$ cat src/esps_pkg.sv
package esps_pkg;

    // Register offsets on the four address lines
    localparam logic [3:0] ESPS_OFS_CMD = 4'h0;
    localparam logic [3:0] ESPS_OFS_FLAGS = 4'h7;
    localparam logic [3:0] ESPS_OFS_MASK = 4'hf;

    // Bank codes carried by the two bank-select bits
    localparam logic [1:0] ESPS_BANK0 = 2'h0;
    localparam logic [1:0] ESPS_BANK1 = 2'h1;
    localparam logic [1:0] ESPS_BANK2 = 2'h2;
    localparam logic [1:0] ESPS_BANK_RSVD = 2'h3;

    // Field positions in the command register
    localparam int ESPS_CMD_HALT = 0;
    localparam int ESPS_CMD_ACT = 1;
    localparam int ESPS_CMD_BANK_LO = 6;
    localparam int ESPS_CMD_BANK_HI = 7;

    // Field positions in the event flags register
    localparam int ESPS_FLG_RX_OK = 0;
    localparam int ESPS_FLG_TX_OK = 1;
    localparam int ESPS_FLG_RX_ERR = 2;
    localparam int ESPS_FLG_TX_ERR = 3;
    localparam int ESPS_FLG_RING = 4;
    localparam int ESPS_FLG_TALLY = 5;
    localparam int ESPS_FLG_RDONE = 6;
    localparam int ESPS_FLG_RST = 7;

    // Reset values
    localparam logic [7:0] ESPS_CMD_RST = 8'h01;
    localparam logic [7:0] ESPS_FLAGS_RST = 8'h00;
    localparam logic [7:0] ESPS_MASK_RST = 8'h00;
    localparam logic [13:0] ESPS_HOST_RST = 14'h0000;

    // Host pin group, sampled through the synchroniser
    typedef struct packed {
        logic rd;
        logic wr;
        logic [3:0] addr;
        logic [7:0] wdata;
    } esps_host_t;

    // Event pulses from the controller core, same clock
    typedef struct packed {
        logic rx_ok;
        logic tx_ok;
        logic rx_crc_err;
        logic rx_align_err;
        logic rx_fifo_overrun;
        logic rx_missed;
        logic tx_excess_coll;
        logic tx_fifo_underrun;
        logic ring_boundary_hit;
        logic tally_msb_set;
        logic remote_done;
        logic ring_overflow;
        logic ring_packet_removed;
        logic core_idle;
    } esps_evt_t;

endpackage

$ cat src/esps_sync.sv
`timescale 1ns/1ns
`default_nettype none
module esps_sync #(
    parameter int WIDTH = 1
) (
    // Clock and reset
    input wire logic core_clk,
    input wire logic arst_n,
    // Data
    input wire logic [WIDTH-1:0] async_in,
    output logic [WIDTH-1:0] sync_out
);
    logic [WIDTH-1:0] meta_q;

    always_ff @(posedge core_clk or negedge arst_n)
    begin
        if (!arst_n)
        begin
            meta_q <= '0;
            sync_out <= '0;
        end
        else
        begin
            meta_q <= async_in;
            sync_out <= meta_q;
        end
    end
endmodule
`default_nettype wire

$ cat src/esps_event_status.sv
`timescale 1ns/1ns
`default_nettype none
module esps_event_status (
    // Clock and reset
    input wire logic core_clk,
    input wire logic arst_n,
    // Host register port pins
    input wire esps_pkg::esps_host_t host_pins,
    output logic [7:0] host_rdata_q,
    output logic host_rdata_oe_q,
    // Controller core events
    input wire esps_pkg::esps_evt_t core_evt,
    // Status to host and core
    output logic irq_q,
    output logic [7:0] command_register_q,
    output logic [1:0] bank_sel_q
);
    import esps_pkg::*;

    esps_host_t host_s;
    logic wr_s_q;
    logic rd_s_q;
    logic wr_stb;
    logic rd_stb;
    logic wr_cmd;
    logic wr_flags;
    logic wr_mask;
    logic [7:0] event_cause_flags_q;
    logic [7:0] event_cause_flags_d;
    logic [7:0] event_enable_mask_q;
    logic [7:0] set_vec;
    logic [7:0] rd_mux;
    logic rst_set;
    logic rst_clr;

    esps_sync #(
        .WIDTH($bits(esps_host_t))
    ) u_host_sync (
        .core_clk(core_clk),
        .arst_n(arst_n),
        .async_in(host_pins),
        .sync_out(host_s)
    );

    // Strobe edges on the synchronised pins
    always_ff @(posedge core_clk or negedge arst_n)
    begin
        if (!arst_n)
        begin
            wr_s_q <= 1'b0;
            rd_s_q <= 1'b0;
        end
        else
        begin
            wr_s_q <= host_s.wr;
            rd_s_q <= host_s.rd;
        end
    end

    assign wr_stb = host_s.wr & ~wr_s_q;
    assign rd_stb = host_s.rd & ~rd_s_q;

    // Command register reachable in every bank; others written in bank 0
    assign wr_cmd = wr_stb && host_s.addr == ESPS_OFS_CMD;
    assign wr_flags = wr_stb && host_s.addr == ESPS_OFS_FLAGS
        && bank_sel_q == ESPS_BANK0;
    assign wr_mask = wr_stb && host_s.addr == ESPS_OFS_MASK
        && bank_sel_q == ESPS_BANK0;

    always_ff @(posedge core_clk or negedge arst_n)
    begin
        if (!arst_n)
            command_register_q <= ESPS_CMD_RST;
        else if (wr_cmd)
            command_register_q <= host_s.wdata;
    end

    always_ff @(posedge core_clk or negedge arst_n)
    begin
        if (!arst_n)
            bank_sel_q <= ESPS_BANK0;
        else if (wr_cmd)
            bank_sel_q <=
                host_s.wdata[ESPS_CMD_BANK_HI:ESPS_CMD_BANK_LO];
    end

    always_ff @(posedge core_clk or negedge arst_n)
    begin
        if (!arst_n)
            event_enable_mask_q <= ESPS_MASK_RST;
        else if (wr_mask)
            event_enable_mask_q <= host_s.wdata;
    end

    always_comb
    begin
        set_vec = 8'h00;
        set_vec[ESPS_FLG_RX_OK] = core_evt.rx_ok;
        set_vec[ESPS_FLG_TX_OK] = core_evt.tx_ok;
        set_vec[ESPS_FLG_RX_ERR] = core_evt.rx_crc_err
            | core_evt.rx_align_err | core_evt.rx_fifo_overrun
            | core_evt.rx_missed;
        set_vec[ESPS_FLG_TX_ERR] = core_evt.tx_excess_coll
            | core_evt.tx_fifo_underrun;
        set_vec[ESPS_FLG_RING] = core_evt.ring_boundary_hit;
        set_vec[ESPS_FLG_TALLY] = core_evt.tally_msb_set;
        set_vec[ESPS_FLG_RDONE] = core_evt.remote_done;
    end

    // Reset indicator: halted and idle, or ring overflow
    // A write that lifts halt leaves the reset state on its own edge,
    // so the start command is not overridden by the old halt level
    assign rst_set = (command_register_q[ESPS_CMD_HALT]
        & ~(wr_cmd & ~host_s.wdata[ESPS_CMD_HALT]) & core_evt.core_idle)
        | core_evt.ring_overflow;
    assign rst_clr = (wr_cmd & host_s.wdata[ESPS_CMD_ACT])
        | core_evt.ring_packet_removed;

    always_comb
    begin
        event_cause_flags_d = event_cause_flags_q;
        if (wr_flags)
            event_cause_flags_d[6:0] = event_cause_flags_q[6:0]
                & ~host_s.wdata[6:0];
        event_cause_flags_d[6:0] = event_cause_flags_d[6:0]
            | set_vec[6:0];
        if (rst_set)
            event_cause_flags_d[ESPS_FLG_RST] = 1'b1;
        else if (rst_clr)
            event_cause_flags_d[ESPS_FLG_RST] = 1'b0;
    end

    // Flags start clear; host still clears them after power-up
    always_ff @(posedge core_clk or negedge arst_n)
    begin
        if (!arst_n)
            event_cause_flags_q <= ESPS_FLAGS_RST;
        else
            event_cause_flags_q <= event_cause_flags_d;
    end

    // Bit 7 is left out of the interrupt term
    always_ff @(posedge core_clk or negedge arst_n)
    begin
        if (!arst_n)
            irq_q <= 1'b0;
        else
            irq_q <= |(event_cause_flags_q[6:0]
                & event_enable_mask_q[6:0]);
    end

    always_comb
    begin
        rd_mux = 8'h00;
        if (host_s.addr == ESPS_OFS_CMD)
            rd_mux = command_register_q;
        else if (bank_sel_q == ESPS_BANK0 && host_s.addr == ESPS_OFS_FLAGS)
            rd_mux = event_cause_flags_q;
        else if (bank_sel_q == ESPS_BANK2 && host_s.addr == ESPS_OFS_MASK)
            rd_mux = event_enable_mask_q;
    end

    // Read data held from the strobe edge until the strobe drops
    always_ff @(posedge core_clk or negedge arst_n)
    begin
        if (!arst_n)
        begin
            host_rdata_q <= 8'h00;
            host_rdata_oe_q <= 1'b0;
        end
        else if (rd_stb)
        begin
            host_rdata_q <= rd_mux;
            host_rdata_oe_q <= 1'b1;
        end
        else if (!host_s.rd)
            host_rdata_oe_q <= 1'b0;
    end
endmodule
`default_nettype wire

$ cat config.mk
export PLATFORM = sky130hd
export DESIGN_NAME = esps_event_status
export DESIGN_NICKNAME = d
export VERILOG_FILES = /design/src/esps_pkg.sv /design/src/esps_sync.sv /design/src/esps_event_status.sv
export SDC_FILE = /design/constraint.sdc
export NUM_CORES = 1
export LEC_CHECK = 0
export ABC_CLOCK_PERIOD_IN_PS = 1630
export BUFFER_PORTS_ARGS = -buffer_cell sky130_fd_sc_hd__buf_4
export CAP_MARGIN = 0
export CORE_MARGIN = 3
export CORE_UTILIZATION = 50
export CTS_BUF_LIST = sky130_fd_sc_hd__clkbuf_4
export CTS_CLUSTER_DIAMETER = 50
export DETAILED_ROUTE_END_ITERATION = 10
export MAX_ROUTING_LAYER = met4
export PLACE_DENSITY_LB_ADDON = 0.08
export SETUP_SLACK_MARGIN = 0.1
export SYNTH_ARGS = -nofsm -noshare
export SYNTH_HDL_FRONTEND = slang
export SYNTH_SLANG_ARGS = --single-unit
$ cat constraint.sdc
create_clock -name core_clk -period 1.63 [get_ports core_clk]
set_clock_uncertainty 0.2 [all_clocks]
set_input_delay 0.326 -clock core_clk [delete_from_list [all_inputs] [get_ports core_clk]]
set_output_delay 0.326 -clock core_clk [all_outputs]
set_load 0.02 [all_outputs]
=== Word-level counts from Yosys, hierarchy flattened ===
Index checks and enable logic that the tools add are counted.

* Divide/modulo/power cells: 0
* Magnitude comparators: 0
* Multipliers: 0
* $add $sub $neg: 0
* Reduce and logical (&&, ||, !) cells: 11
* Equality and inequality tests: 4
* Mux-type cells: 8
* Bitwise logic cells: 20
* Shift operators: 0

{| class="wikitable"
|+ Operators with widths
! operator !! number
|-
| $mux W8 || 3
|-
| $and A7 B7 Y7 || 2
|-
| $logic_and A1 B1 Y1 || 7
|-
| $mux W7 || 1
|-
| $not A7 Y7 || 1
|-
| $or A7 B7 Y7 || 1
|-
| $reduce_or A7 Y1 || 1
|-
| $and A1 B1 Y1 || 6
|-
| $or A1 B1 Y1 || 6
|-
| $eq A4 B3 Y1 const B || 1
|-
| $eq A4 B4 Y1 const B || 1
|-
| $logic_not A4 Y1 || 1
|-
| $mux W1 || 4
|-
| $not A1 Y1 || 4
|-
| $eq A2 B2 Y1 const B || 1
|-
| $logic_not A2 Y1 || 1
|-
| $ne A2 B2 Y1 const B || 1
|-
| $reduce_bool A2 Y1 || 1
|}

* ROM bits: 0
* Bits of input ports: 30
* Flip-flop bits (word level): 66
* Bits in writable memories: 0
* Output and inout bits: 20
* Memories kept: 0
* Bits in latches: 0

=== Logic depth before layout (Yosys ltp) ===
Gate-level depths: netlist (run 1).

* Depth after elaboration: 9
* Depth in mapped cells: 5
* Gate-level depth less buffers: 3

=== Cells and area by module ===
A second synthesis (run 1) with hierarchy kept.

* Cells, all modules: 167
* Area total of the unflattened synthesis: 2311.0 sq um

{| class="wikitable"
|+ By module, submodules not included
! module !! instances !! area each (sq um) !! cells each
|-
| esps_event_status || 1 || 1610.3 || 139
|-
| esps_sync || 1 || 700.7 || 28
|}

=== Worst setup path after synthesis (run 1) ===
Ideal clock, no wire load.

* Path type: register -> register
* From: reg, netlist name command_register_q[7]
* To: reg event_cause_flags_q[3]
* Cell stages (with the launch flop): 5
* Buffers on the path: 1
* Setup slack: -88 ps
* Clock period less this slack: 1718 ps
* Arrival: 1386 ps
* Path through: dfrtp_1 nor3_2 and3_1 clkbuf_1 a31oi_1

{| class="wikitable"
|+ RTL lines
! item !! RTL line !! RTL
|-
| end signal: assignment || esps_event_status.sv:139 || <nowiki>event_cause_flags_q <= event_cause_flags_d;</nowiki>
|-
| end: declaration || esps_event_status.sv:28 || <nowiki>logic [7:0] event_cause_flags_q;</nowiki>
|}

=== Final worst setup path (run 1) ===
* From: reg command_register_q[6]
* To: reg host_rdata_q[6]

* Word-level cells in the longest chain between the ends: 1

{| class="wikitable"
|+ RTL lines
! item !! RTL line !! RTL
|-
| start: declaration || esps_event_status.sv:15 || <nowiki>output logic [7:0] command_register_q,</nowiki>
|-
| start signal: assignment || esps_event_status.sv:75 || <nowiki>command_register_q <= host_s.wdata;</nowiki>
|-
| $mux W8 || esps_event_status.sv:155 || <nowiki>if (host_s.addr == ESPS_OFS_CMD)</nowiki>
|-
| end signal: assignment || esps_event_status.sv:173 || <nowiki>host_rdata_q <= rd_mux;</nowiki>
|-
| end: declaration || esps_event_status.sv:9 || <nowiki>output logic [7:0] host_rdata_q,</nowiki>
|}

Every way passes these cells.
A chain may end at the register's enable or synchronous reset.

==> impl_metrics.toml, run 1 <==
[die]
die_w_um = 74.8
dieArea_sq_um = 5600
ios = 50
core_sq_um = 4470
initial_core_util_pct = 52.9
die_y_um = 74.8
rows = 24

[drt]
routed_wl_um = 5480
vias = 1798
route.detailed.drc = 0
wl_per_cell_um = 16.7
drt-initial-drc-count = 117
ant_nets = 0
dr.pass1.iters = 5
vias_per_cell = 5.50

[global_route]
grt_overflow = 0
antenna_found_initial = 0
grt_max_degree = 35
grt_pass1_wl_um = 8520
grt_pass1_vias = 1732
grt.total_usage_pct = 21.9

[cells_and_area]
area_delta_synth_final_pct = 48.0
antenna_cells = 0
stdcell_count = 327
fill_cells = 268
fin_nets = 300
final_area_sq_um = 3500
drive_gt1_share_pct = 46.2

[power_and_ir_drop]
switching_share_pct = 28.9
seqPwrFrac_pct = 52.8
combPwrFrac_pct = 23.5
power_density_nw_per_um2 = 1010
power.total_uw = 3550
clockPowerShare_pct = 23.7
p_int_uw = 2530
power_switching_uw = 1030
vdd_drop_max_mv = 0.740
p_leak_uw = 0.00155

[clock_network]
holdBufCountCts = 22
clkTransAtPathRegs_ns = 0.10
clk_path_buf_depth = 2
cts_buffers = 9
clock-sinks = 64
clock_latency_ns = 0.40
h-tree-depth = 3
cts_tree = "built"
clock-root-buffer = "clkbuf_4"

[timing]
slew_violations = 0
worst_slew_pin_slew_ns = 0.453
rsz0062_at_grt = "yes"
setup_viol = 15
whs_ns = -0.00489
fmaxAchievable_ghz = 0.593
fin_crit_ns = 1.69
slew_headroom_pct = 69.8
finalHoldViolations = 1
finalCritPeriodShare_pct = 103
setup_slack_ns = -0.0563

[synthesis]
seq_area_frac_synth_pct = 67.7
synth_top_area_share_pct = 66.6
netlist_area_sq_um = 2370
ys.flop_type = "dfrtp_1"
synth_commonest_cells = "dfrtp_1 (63), a31oi_1 (15), mux2_2 (15)"
async_flop_share_pct = 100
ys_warn_count = 0
yosysTopAreaCell = "dfrtp_1"
yosys.cell_types.count = 31
syn_nets = 206
netlist_instances = 176
synth_most_common_cell = "dfrtp_1"
yosys-top-cells-area = "dfrtp_1 (67%), mux2_2 (7.1%), a31oi_1 (4.0%), or3b_2 (3.0%), nand4_1 (2.4%)"
avgSynthCellArea_sq_um = 13.5
synth_enable_flop_cells = 0
ys_seq_elements = 64

[place]
placed_cell_area_sq_um = 2880
dp_hpwl_um = 3650
portBuffers = 49
placedCellCount = 280
place.gp.congestion = 0.824

[critical_path]
required_ns = 1.72
worst_setup_path_start_kind = "flop"
rr_startpoint = "command_register_q[6]$_DFFE_PN0N_"
crit_arrival_ns = 1.78
path_max_fanout = 3
reg2reg_slack_ns = -0.06
reg2reg_depth = 5
r2r-end = "host_rdata_q[6]$_DFFE_PN0P_"
cp-end-kind = "flop"
worst-setup-path-type = "reg -> reg"

[hold_path]
hold_class = "in -> reg"
hold_path_depth = 3
hp-start = "core_evt[10]"
hold_path_end = "event_cause_flags_q[2]$_DFF_PN0_"

[job]
maxCapViolations = 0

[outcome]
status = "complete, but fails checks"
violations = "hold timing, setup timing"
-- placed cells by master, fill, tap and decap left out, drive strengths merged, types with 2 or more instances in the layout --
| cell | synthesis | routed |
|---|---|---|
| o22ai | 8 | 8 |
| nor2 | 8 | 8 |
| mux2 | 15 | 15 |
| a22oi | 2 | 2 |
| nor3 | 2 | 2 |
| inv | 7 | 7 |
| dfrtp | 63 | 63 |
| a31oi | 15 | 15 |
| nand4 | 9 | 9 |
| clkinv | 0 | 5 |
| dlygate4sd3 | 0 | 22 |
| nor2b | 3 | 3 |
| buf | 8 | 72 |
| or3b | 8 | 8 |
| clkinvlp | 0 | 2 |
| and3 | 2 | 2 |
| or4 | 2 | 2 |
| clkbuf | 3 | 9 |
| nand3 | 10 | 10 |
-- area by class of cell --
type	instances	area, sq um	area share [%]
inverters	7	26.3	0.750
flip-flops and latches	64	1600	45.8
multi-input cells	94	858	24.5
clock buffers	9	67.6	1.93
well taps	52	65.1	1.86
repair buffers	94	845	24.1
clock inverters	7	38.8	1.11
-- state kept, by name (all words and copies together) (netlist names) --
register,cells
command_register_q,8
u_host_sync.sync_out,14
wr_s_q,1
host_rdata_q,8
host_rdata_oe_q,1
event_enable_mask_q,8
rd_s_q,1
event_cause_flags_q,8
u_host_sync.meta_q,14
irq_q,1
-- power by group through the flow --
stage	Clock, uW	Combinational, uW	Sequential (uW)
finish	842	836	1880
global route	930	896	1900
CTS	871	805	1870
detailed placement	0	635	1890
global placement	0	620	1880
floorplan	0	238	1970
-- kinds of logic (layout without fill, tap and decap cells) --
| logic type | Yosys count | in the layout | share of synthesized area (%) |
|---|---|---|---|
| AO/OA/AOI/OAI | 31 | 31 | 8.77 |
| buffers and inverters | 18 | 117 | 3.70 |
| AND/OR/NAND/NOR | 48 | 48 | 12.7 |
| flip-flops | 64 | 64 | 67.7 |
| multiplexers | 15 | 15 | 7.13 |
-- layer usage --
metal  vias up  track usage, %  part of all wire (%)
li1        839               -                     -
met1       889            27.9                    42
met2        61            33.0                    50
met3         9            7.74                   6.2
met4         0            6.72                   1.4
met5         -               -                     0
-- repair_timing --
action / in CTS / in global routing
setup buffers: 6 / 3
cloned: 1 / 0
endpoints found under the setup margin: 36 / 40
pin swaps: 9 / 4
resized for setup: 31 / 15
hold endpoints to repair: 84 / 1
-- critical path: stages, from the launching register on --
cell and delay, ns:
dfrtp_2 0.43, buf_6 0.13, buf_12 0.12, or3b_2 0.47
o22ai_1 0.18, a31oi_2 0.05
-- metrics by stage --
step	utilization, %	TNS [ns]	worst slack (ns)
2_1_floorplan	-	-0.502	-0.0434
3_3_place_gp	64.4	-0.475	-0.0605
3_5_place_dp	64.4	-1.48	-0.123
4_1_cts	76.0	-0.0873	-0.0338
5_1_grt	78.3	-1.42	-0.105
6_report	78.3	-0.207	-0.0563
-- worst max-delay path by stage --
stage	slack (ns)	cells after the start	from	to
floorplan	-0.04	5	u_host_sync.sync_out[10]$_DFF_PN0_	host_rdata_q[0]$_DFFE_PN0P_
global placement	-0.06	3	u_host_sync.sync_out[10]$_DFF_PN0_	host_rdata_q[4]$_DFFE_PN0P_
detailed placement	-0.12	3	u_host_sync.sync_out[10]$_DFF_PN0_	host_rdata_q[4]$_DFFE_PN0P_
CTS	-0.03	1	command_register_q[0]$_DFFE_PN1N_	command_register_q[0]
global route	-0.11	5	command_register_q[6]$_DFFE_PN0N_	host_rdata_q[6]$_DFFE_PN0P_
finish	-0.06	5	command_register_q[6]$_DFFE_PN0N_	host_rdata_q[6]$_DFFE_PN0P_
Power figures use the tool's default switching activity.
==> inputs of run 2 (changes only) <==
- SLEW_MARGIN: not set -> 25
- SYNTH_HIERARCHICAL: not set -> 1
==> run 2 against run 1 <==
Net effect:
- the run ends with setup timing left
- sequential share of layout area rose by 1.2 points
- non-clock buffer count rose by 3
- clock power rose by 2%
- core utilization down 0.83 points
- total power down 5.2%
- worst setup slack improved by 0.033 ns
- global-route usage grew 0.42 points
- critical path depth is 1 lower
- synthesized cell count down 5.1%
- clock-buffer cell count rose by 2
- register-to-register slack better by 0.03 ns
- largest power group unchanged
==> impl_metrics.toml, run 2 <==
[cells_and_area]
final-seq-area_sq_um = 1610
fill_cells = 293
fin_nets = 300
final_cell_mix = "dfrtp_1 (61), buf_4 (60), dlygate4sd3_1 (23)"
multiInputGateArea_sq_um = 756
drive_gt1_share_pct = 45.1
reg_top3 = "u_host_sync/meta_q: 14 flops, u_host_sync/sync_out: 14 flops"
antenna_cells = 0
final_area_sq_um = 3420
layout_commonest_cell = "dfrtp_1"
area_delta_synth_final_pct = 48.0

[synthesis]
ys_seq_elements = 64
netlist_area_sq_um = 2310
async_flop_share_pct = 100
syn_nets = 197
seq_area_frac_synth_pct = 69.4
synth_most_common_cell = "dfrtp_1"
ys_warn_count = 6
synth_top_area_share_pct = 68.2
synth_commonest_cells = "dfrtp_1 (63), mux2_2 (14), inv_1 (11)"
synth_enable_flop_cells = 0
yosys-top-cells-area = "dfrtp_1 (68%), mux2_2 (6.8%), a22oi_1 (2.9%), inv_1 (1.8%), nand3_1 (1.7%)"
yosysTopAreaCell = "dfrtp_1"
ys.flop_type = "dfrtp_1"
avgSynthCellArea_sq_um = 13.8
yosys.cell_types.count = 34
netlist_instances = 167

[timing]
slew_violations = 0
finalCritPeriodShare_pct = 101
setup_viol = 1
fin_crit_ns = 1.65
rsz0062_at_grt = "yes"
setup_slack_ns = -0.0232
slew_headroom_pct = 80.5
fmaxAchievable_ghz = 0.605
finalHoldViolations = 0
worst_slew_pin_slew_ns = 0.292

[global_route]
use_met2_pct = 35.4
grt_pass1_vias = 1847
grt.total_usage_pct = 22.3
use_met3_pct = 4.32
grt_pass1_wl_um = 8620
met1_usage_pct = 26.9
grt_max_degree = 28
grt_overflow = 0
grt.busiest_layer = "met2"
antenna_found_initial = 0

[critical_path]
worst_setup_path_start_kind = "flop"
endpoint = "event_cause_flags_q[7]$_DFFE_PN0P_"
worst-setup-path-type = "reg -> reg"
reg2reg_slack_ns = -0.02
reg2reg_depth = 4
critPathLaunch = "u_host_sync/sync_out[8]$_DFF_PN0_"
rr_startpoint = "u_host_sync/sync_out[8]$_DFF_PN0_"
path_max_fanout = 3
required_ns = 1.70
r2r-end = "event_cause_flags_q[7]$_DFFE_PN0P_"
cp-end-kind = "flop"
crit_arrival_ns = 1.73

[die]
die_y_um = 74.0
ios = 50
core_sq_um = 4410
die_w_um = 74.0
dieArea_sq_um = 5470
initial_core_util_pct = 52.4
rows = 24

[clock_network]
clk_path_buf_depth = 2
h-tree-depth = 3
cts_buffers = 9
clock_latency_ns = 0.39
clkTransAtPathRegs_ns = 0.09
clock-root-buffer = "clkbuf_4"
clock-sinks = 64
cts_tree = "built"

[power_and_ir_drop]
p_leak_uw = 0.00158
power_density_nw_per_um2 = 985
power.total_uw = 3370
vdd_drop_max_mv = 0.737

[job]
maxCapViolations = 0

[drt]
routed_wl_um = 5190
ant_nets = 0
wl_per_cell_um = 15.9
route.detailed.drc = 0
dr.pass1.iters = 4
drt-initial-drc-count = 50
vias = 1743
vias_per_cell = 5.33

[place]
dp_hpwl_um = 3520
portBuffers = 49
placed_cell_area_sq_um = 2860
place.gp.congestion = 0.796

[outcome]
status = "complete, but fails checks"
violations = "setup timing"

[hold_path]
hold_class = "in -> reg"
[run 2: power by group]
part / total, uW / switching [uW] / internal (uW)
combinational: 681 / 307 / 374
sequential: 1830 / 106 / 1730
clock: 855 / 524 / 331
total: 3370 / 937 / 2430
[run 2: final cells by class]
type / count / area share (%)
Clock buffer: 11 / 2.41
Clock inverter: 5 / 0.695
Inverter: 11 / 1.21
Multi-Input combinational cell: 87 / 22.1
Sequential cell: 64 / 46.9
Tap cell: 52 / 1.90
Timing Repair Buffer: 97 / 24.8
[run 2: how the worst min path moves through the flow]
stage / start / end / slack, ns / cells past startpoint
after floorplan: arst_n / command_register_q[1]$_DFFE_PN0N_ / -0.17 / 0
after global placement: arst_n / host_rdata_oe_q$_DFFE_PN0P_ / 0.006 / 1
after detailed placement: arst_n / host_rdata_oe_q$_DFFE_PN0P_ / 0.01 / 1
after CTS: core_evt[0] / event_cause_flags_q[7]$_DFFE_PN0P_ / 0.0006 / 2
after global routing: core_evt[0] / event_cause_flags_q[7]$_DFFE_PN0P_ / 0.005 / 2
final: core_evt[0] / event_cause_flags_q[7]$_DFFE_PN0P_ / 0.02 / 2
[run 2: layer usage]
layer  share of wire [%]  vias to the layer above
li1                    -                      817
met1                  42                      861
met2                  51                       53
met3                 5.1                       12
met4                 2.3                        0
met5                   0                        -
[run 2: cell families (layout without fill, tap and decap cells)]
family / Yosys count / after routing / share of synthesized area, %
muxes: 15 / 15 / 7.25
buffers and inverters: 16 / 124 / 2.98
DFF: 64 / 64 / 69.4
and+or+nand+nor: 41 / 41 / 10.5
AOI/OAI and AO/OA: 31 / 31 / 9.91
[run 2: per-stage QoR]
step                      hold slack [ns]  setup slack [ns]  utilization [%]  TNS [ns]  instances
final                              0.0190           -0.0232             77.5   -0.0232        327
after global routing              0.00494           -0.0951             77.5     -1.31        327
after CTS                        0.000591           -0.0271             75.5   -0.0271        326
after detailed placement           0.0130           -0.0426             64.8    -0.111        277
after global placement            0.00592           0.00940             64.8         0        277
after floorplan                    -0.170           -0.0480                -    -0.224        167
[run 2: what timing repair did]
action / 4_1_cts / 5_1_grt
endpoints found under the hold margin: 84 / 0
buffers inserted: 10 / 2
endpoints found under the setup margin: 38 / 43
resized for setup: 14 / 17
hold buffers: 23 / 0
pin swaps: 9 / 13
[run 2: critical path, cell delays in order, from the launching register on]
cell and delay, ns:
dfrtp_1 0.43, nor4_4 0.32, buf_4 0.16, a311oi_2 0.09, a311o_1 0.34
==> inputs of run 3 (changes only) <==
- BUFFER_PORTS_ARGS: -buffer_cell sky130_fd_sc_hd__buf_4 -> not set
- DONT_BUFFER_PORTS: not set -> 1
==> run 3 against run 2 <==
Net effect:
- the flow finishes with violations (hold timing, setup timing)
- clock-buffer cell count did not move
- non-clock buffer count fell by 54
- final cell count fell by 17%
- global-route usage fell by 2.1 points
- largest cell class unchanged
- highest routed layer unchanged
==> impl_metrics.toml, run 3 (same netlist as run 2, synthesis figures left out) <==
[hold_path]
hold_class = "in -> async"

[clock_network]
clk_path_buf_depth = 2
clkTransAtPathRegs_ns = 0.10
clock-root-buffer = "clkbuf_4"
cts_buffers = 9
clock-sinks = 64
clock_latency_ns = 0.39
h-tree-depth = 3
holdBufCountCts = 25
cts_tree = "built"

[cells_and_area]
multiInputGateArea_sq_um = 767
final_area_sq_um = 3000
layout_commonest_cell = "dfrtp_1"
utilization_pct = 67.9
final_cell_mix = "dfrtp_1 (59), dlygate4sd3_1 (25), mux2_2 (13), buf_4 (13)"
stdcell_count = 273
drive_gt1_share_pct = 33.5
fill_cells = 360
final-seq-area_sq_um = 1610
fin_nets = 246
reg_top3 = "u_host_sync/meta_q: 14 flops, u_host_sync/sync_out: 14 flops"
area_delta_synth_final_pct = 29.6
antenna_cells = 0

[power_and_ir_drop]
vdd_drop_max_mv = 0.682
power_density_nw_per_um2 = 1050
p_leak_uw = 0.00131

[place]
placed_cell_area_sq_um = 2460
placedCellCount = 225
place_ws_ns = -0.0507
portBuffers = 0
dp_hpwl_um = 3230
place.gp.congestion = 0.783

[global_route]
grt_pass1_wl_um = 7700
grt_pass1_vias = 1595
grt.total_usage_pct = 20.2
antenna_found_initial = 0
grt_overflow = 0
grt_max_degree = 65

[drt]
drt-initial-drc-count = 66
drt-met1-wl_um = 2110
wl_met3_um = 276
top_layer = "met4"
routed_wl_um = 4780
met2_length_um = 2300
dr.pass1.iters = 4
ant_nets = 0
vias = 1530
route.detailed.drc = 0
vias_per_cell = 5.60
wl_per_cell_um = 17.5

[die]
die_y_um = 74.0
ios = 50
dieArea_sq_um = 5470
rows = 24
die_w_um = 74.0
core_sq_um = 4410
initial_core_util_pct = 52.4

[timing]
whs_ns = -0.580
rsz0062_at_grt = "yes"
slew_violations = 0
fin_crit_ns = 1.66
finalHoldViolations = 64
worst_slew_pin_slew_ns = 0.455
fmaxAchievable_ghz = 0.602
finalCritPeriodShare_pct = 102
setup_slack_ns = -0.0325
slew_headroom_pct = 69.6
setup_viol = 7

[critical_path]
crit_arrival_ns = 1.73
cp-end-kind = "flop"
worst-setup-path-type = "reg -> reg"
worst_setup_path_start_kind = "flop"
path_max_fanout = 8
required_ns = 1.70

[outcome]
status = "complete, but fails checks"
violations = "hold timing, setup timing"

[job]
maxCapViolations = 0
-- run 3: final timing paths --
kind	start	endpoint	slack [ns]	cells after the start
setup / recovery	u_host_sync/sync_out[8]$_DFF_PN0_	command_register_q[6]$_DFFE_PN0N_	-0.03	4
hold / removal	arst_n	host_rdata_q[7]$_DFFE_PN0P_	-0.58	0
setup reg to reg	u_host_sync/sync_out[8]$_DFF_PN0_	command_register_q[6]$_DFFE_PN0N_	-0.03	4
hold reg to reg	u_host_sync/meta_q[10]$_DFF_PN0_	u_host_sync/sync_out[10]$_DFF_PN0_	0.14	0
max in group asynchronous	arst_n	command_register_q[0]$_DFFE_PN1N_	1.63	0
min in group core_clk	core_evt[9]	event_cause_flags_q[2]$_DFF_PN0_	0.04	3
-- run 3: routing by layer --
layer	vias to the layer above	GRT usage [%]
li1	699	-
met1	775	25.2
met2	47	30.0
met3	9	4.86
met4	0	11.9
met5	-	-
-- run 3: stage by stage --
| stage | TNS [ns] | total power, uW |
|---|---|---|
| global placement | 0 | 2190 |
| floorplan | -0.224 | 2110 |
| CTS | -0.294 | 3140 |
| global route | -1.10 | 3310 |
| finish | -0.177 | 3150 |
| detailed placement | -0.292 | 2200 |
-- run 3: cell type report --
| type | count | share of cell area, % |
|---|---|---|
| sequential | 64 | 53.7 |
| multi-input combinational | 87 | 25.6 |
| timing repair buffer | 43 | 13.6 |
| clock buffer | 11 | 2.76 |
| tap | 52 | 2.17 |
| inverter | 11 | 1.38 |
| clock inverter | 5 | 0.794 |
-- run 3: critical path, stage by stage (launching register included) --
cell	delay, ns
dfrtp_2	0.45
nor4_4	0.35
buf_4	0.20
nand2_8	0.07
mux2_2	0.27
-- run 3: power breakdown --
part           internal [uW]  switching (uW)
sequential              1730             179
clock                    333             512
combinational            221             174
total                   2280             865
-- run 3: what timing repair did --
action / 4_1_cts / 5_1_grt
resized for setup: 15 / 17
gates cloned: 0 / 0
setup endpoints to repair: 37 / 35
pin swaps: 11 / 8
setup buffers: 5 / 4
hold endpoints to repair: 86 / 64
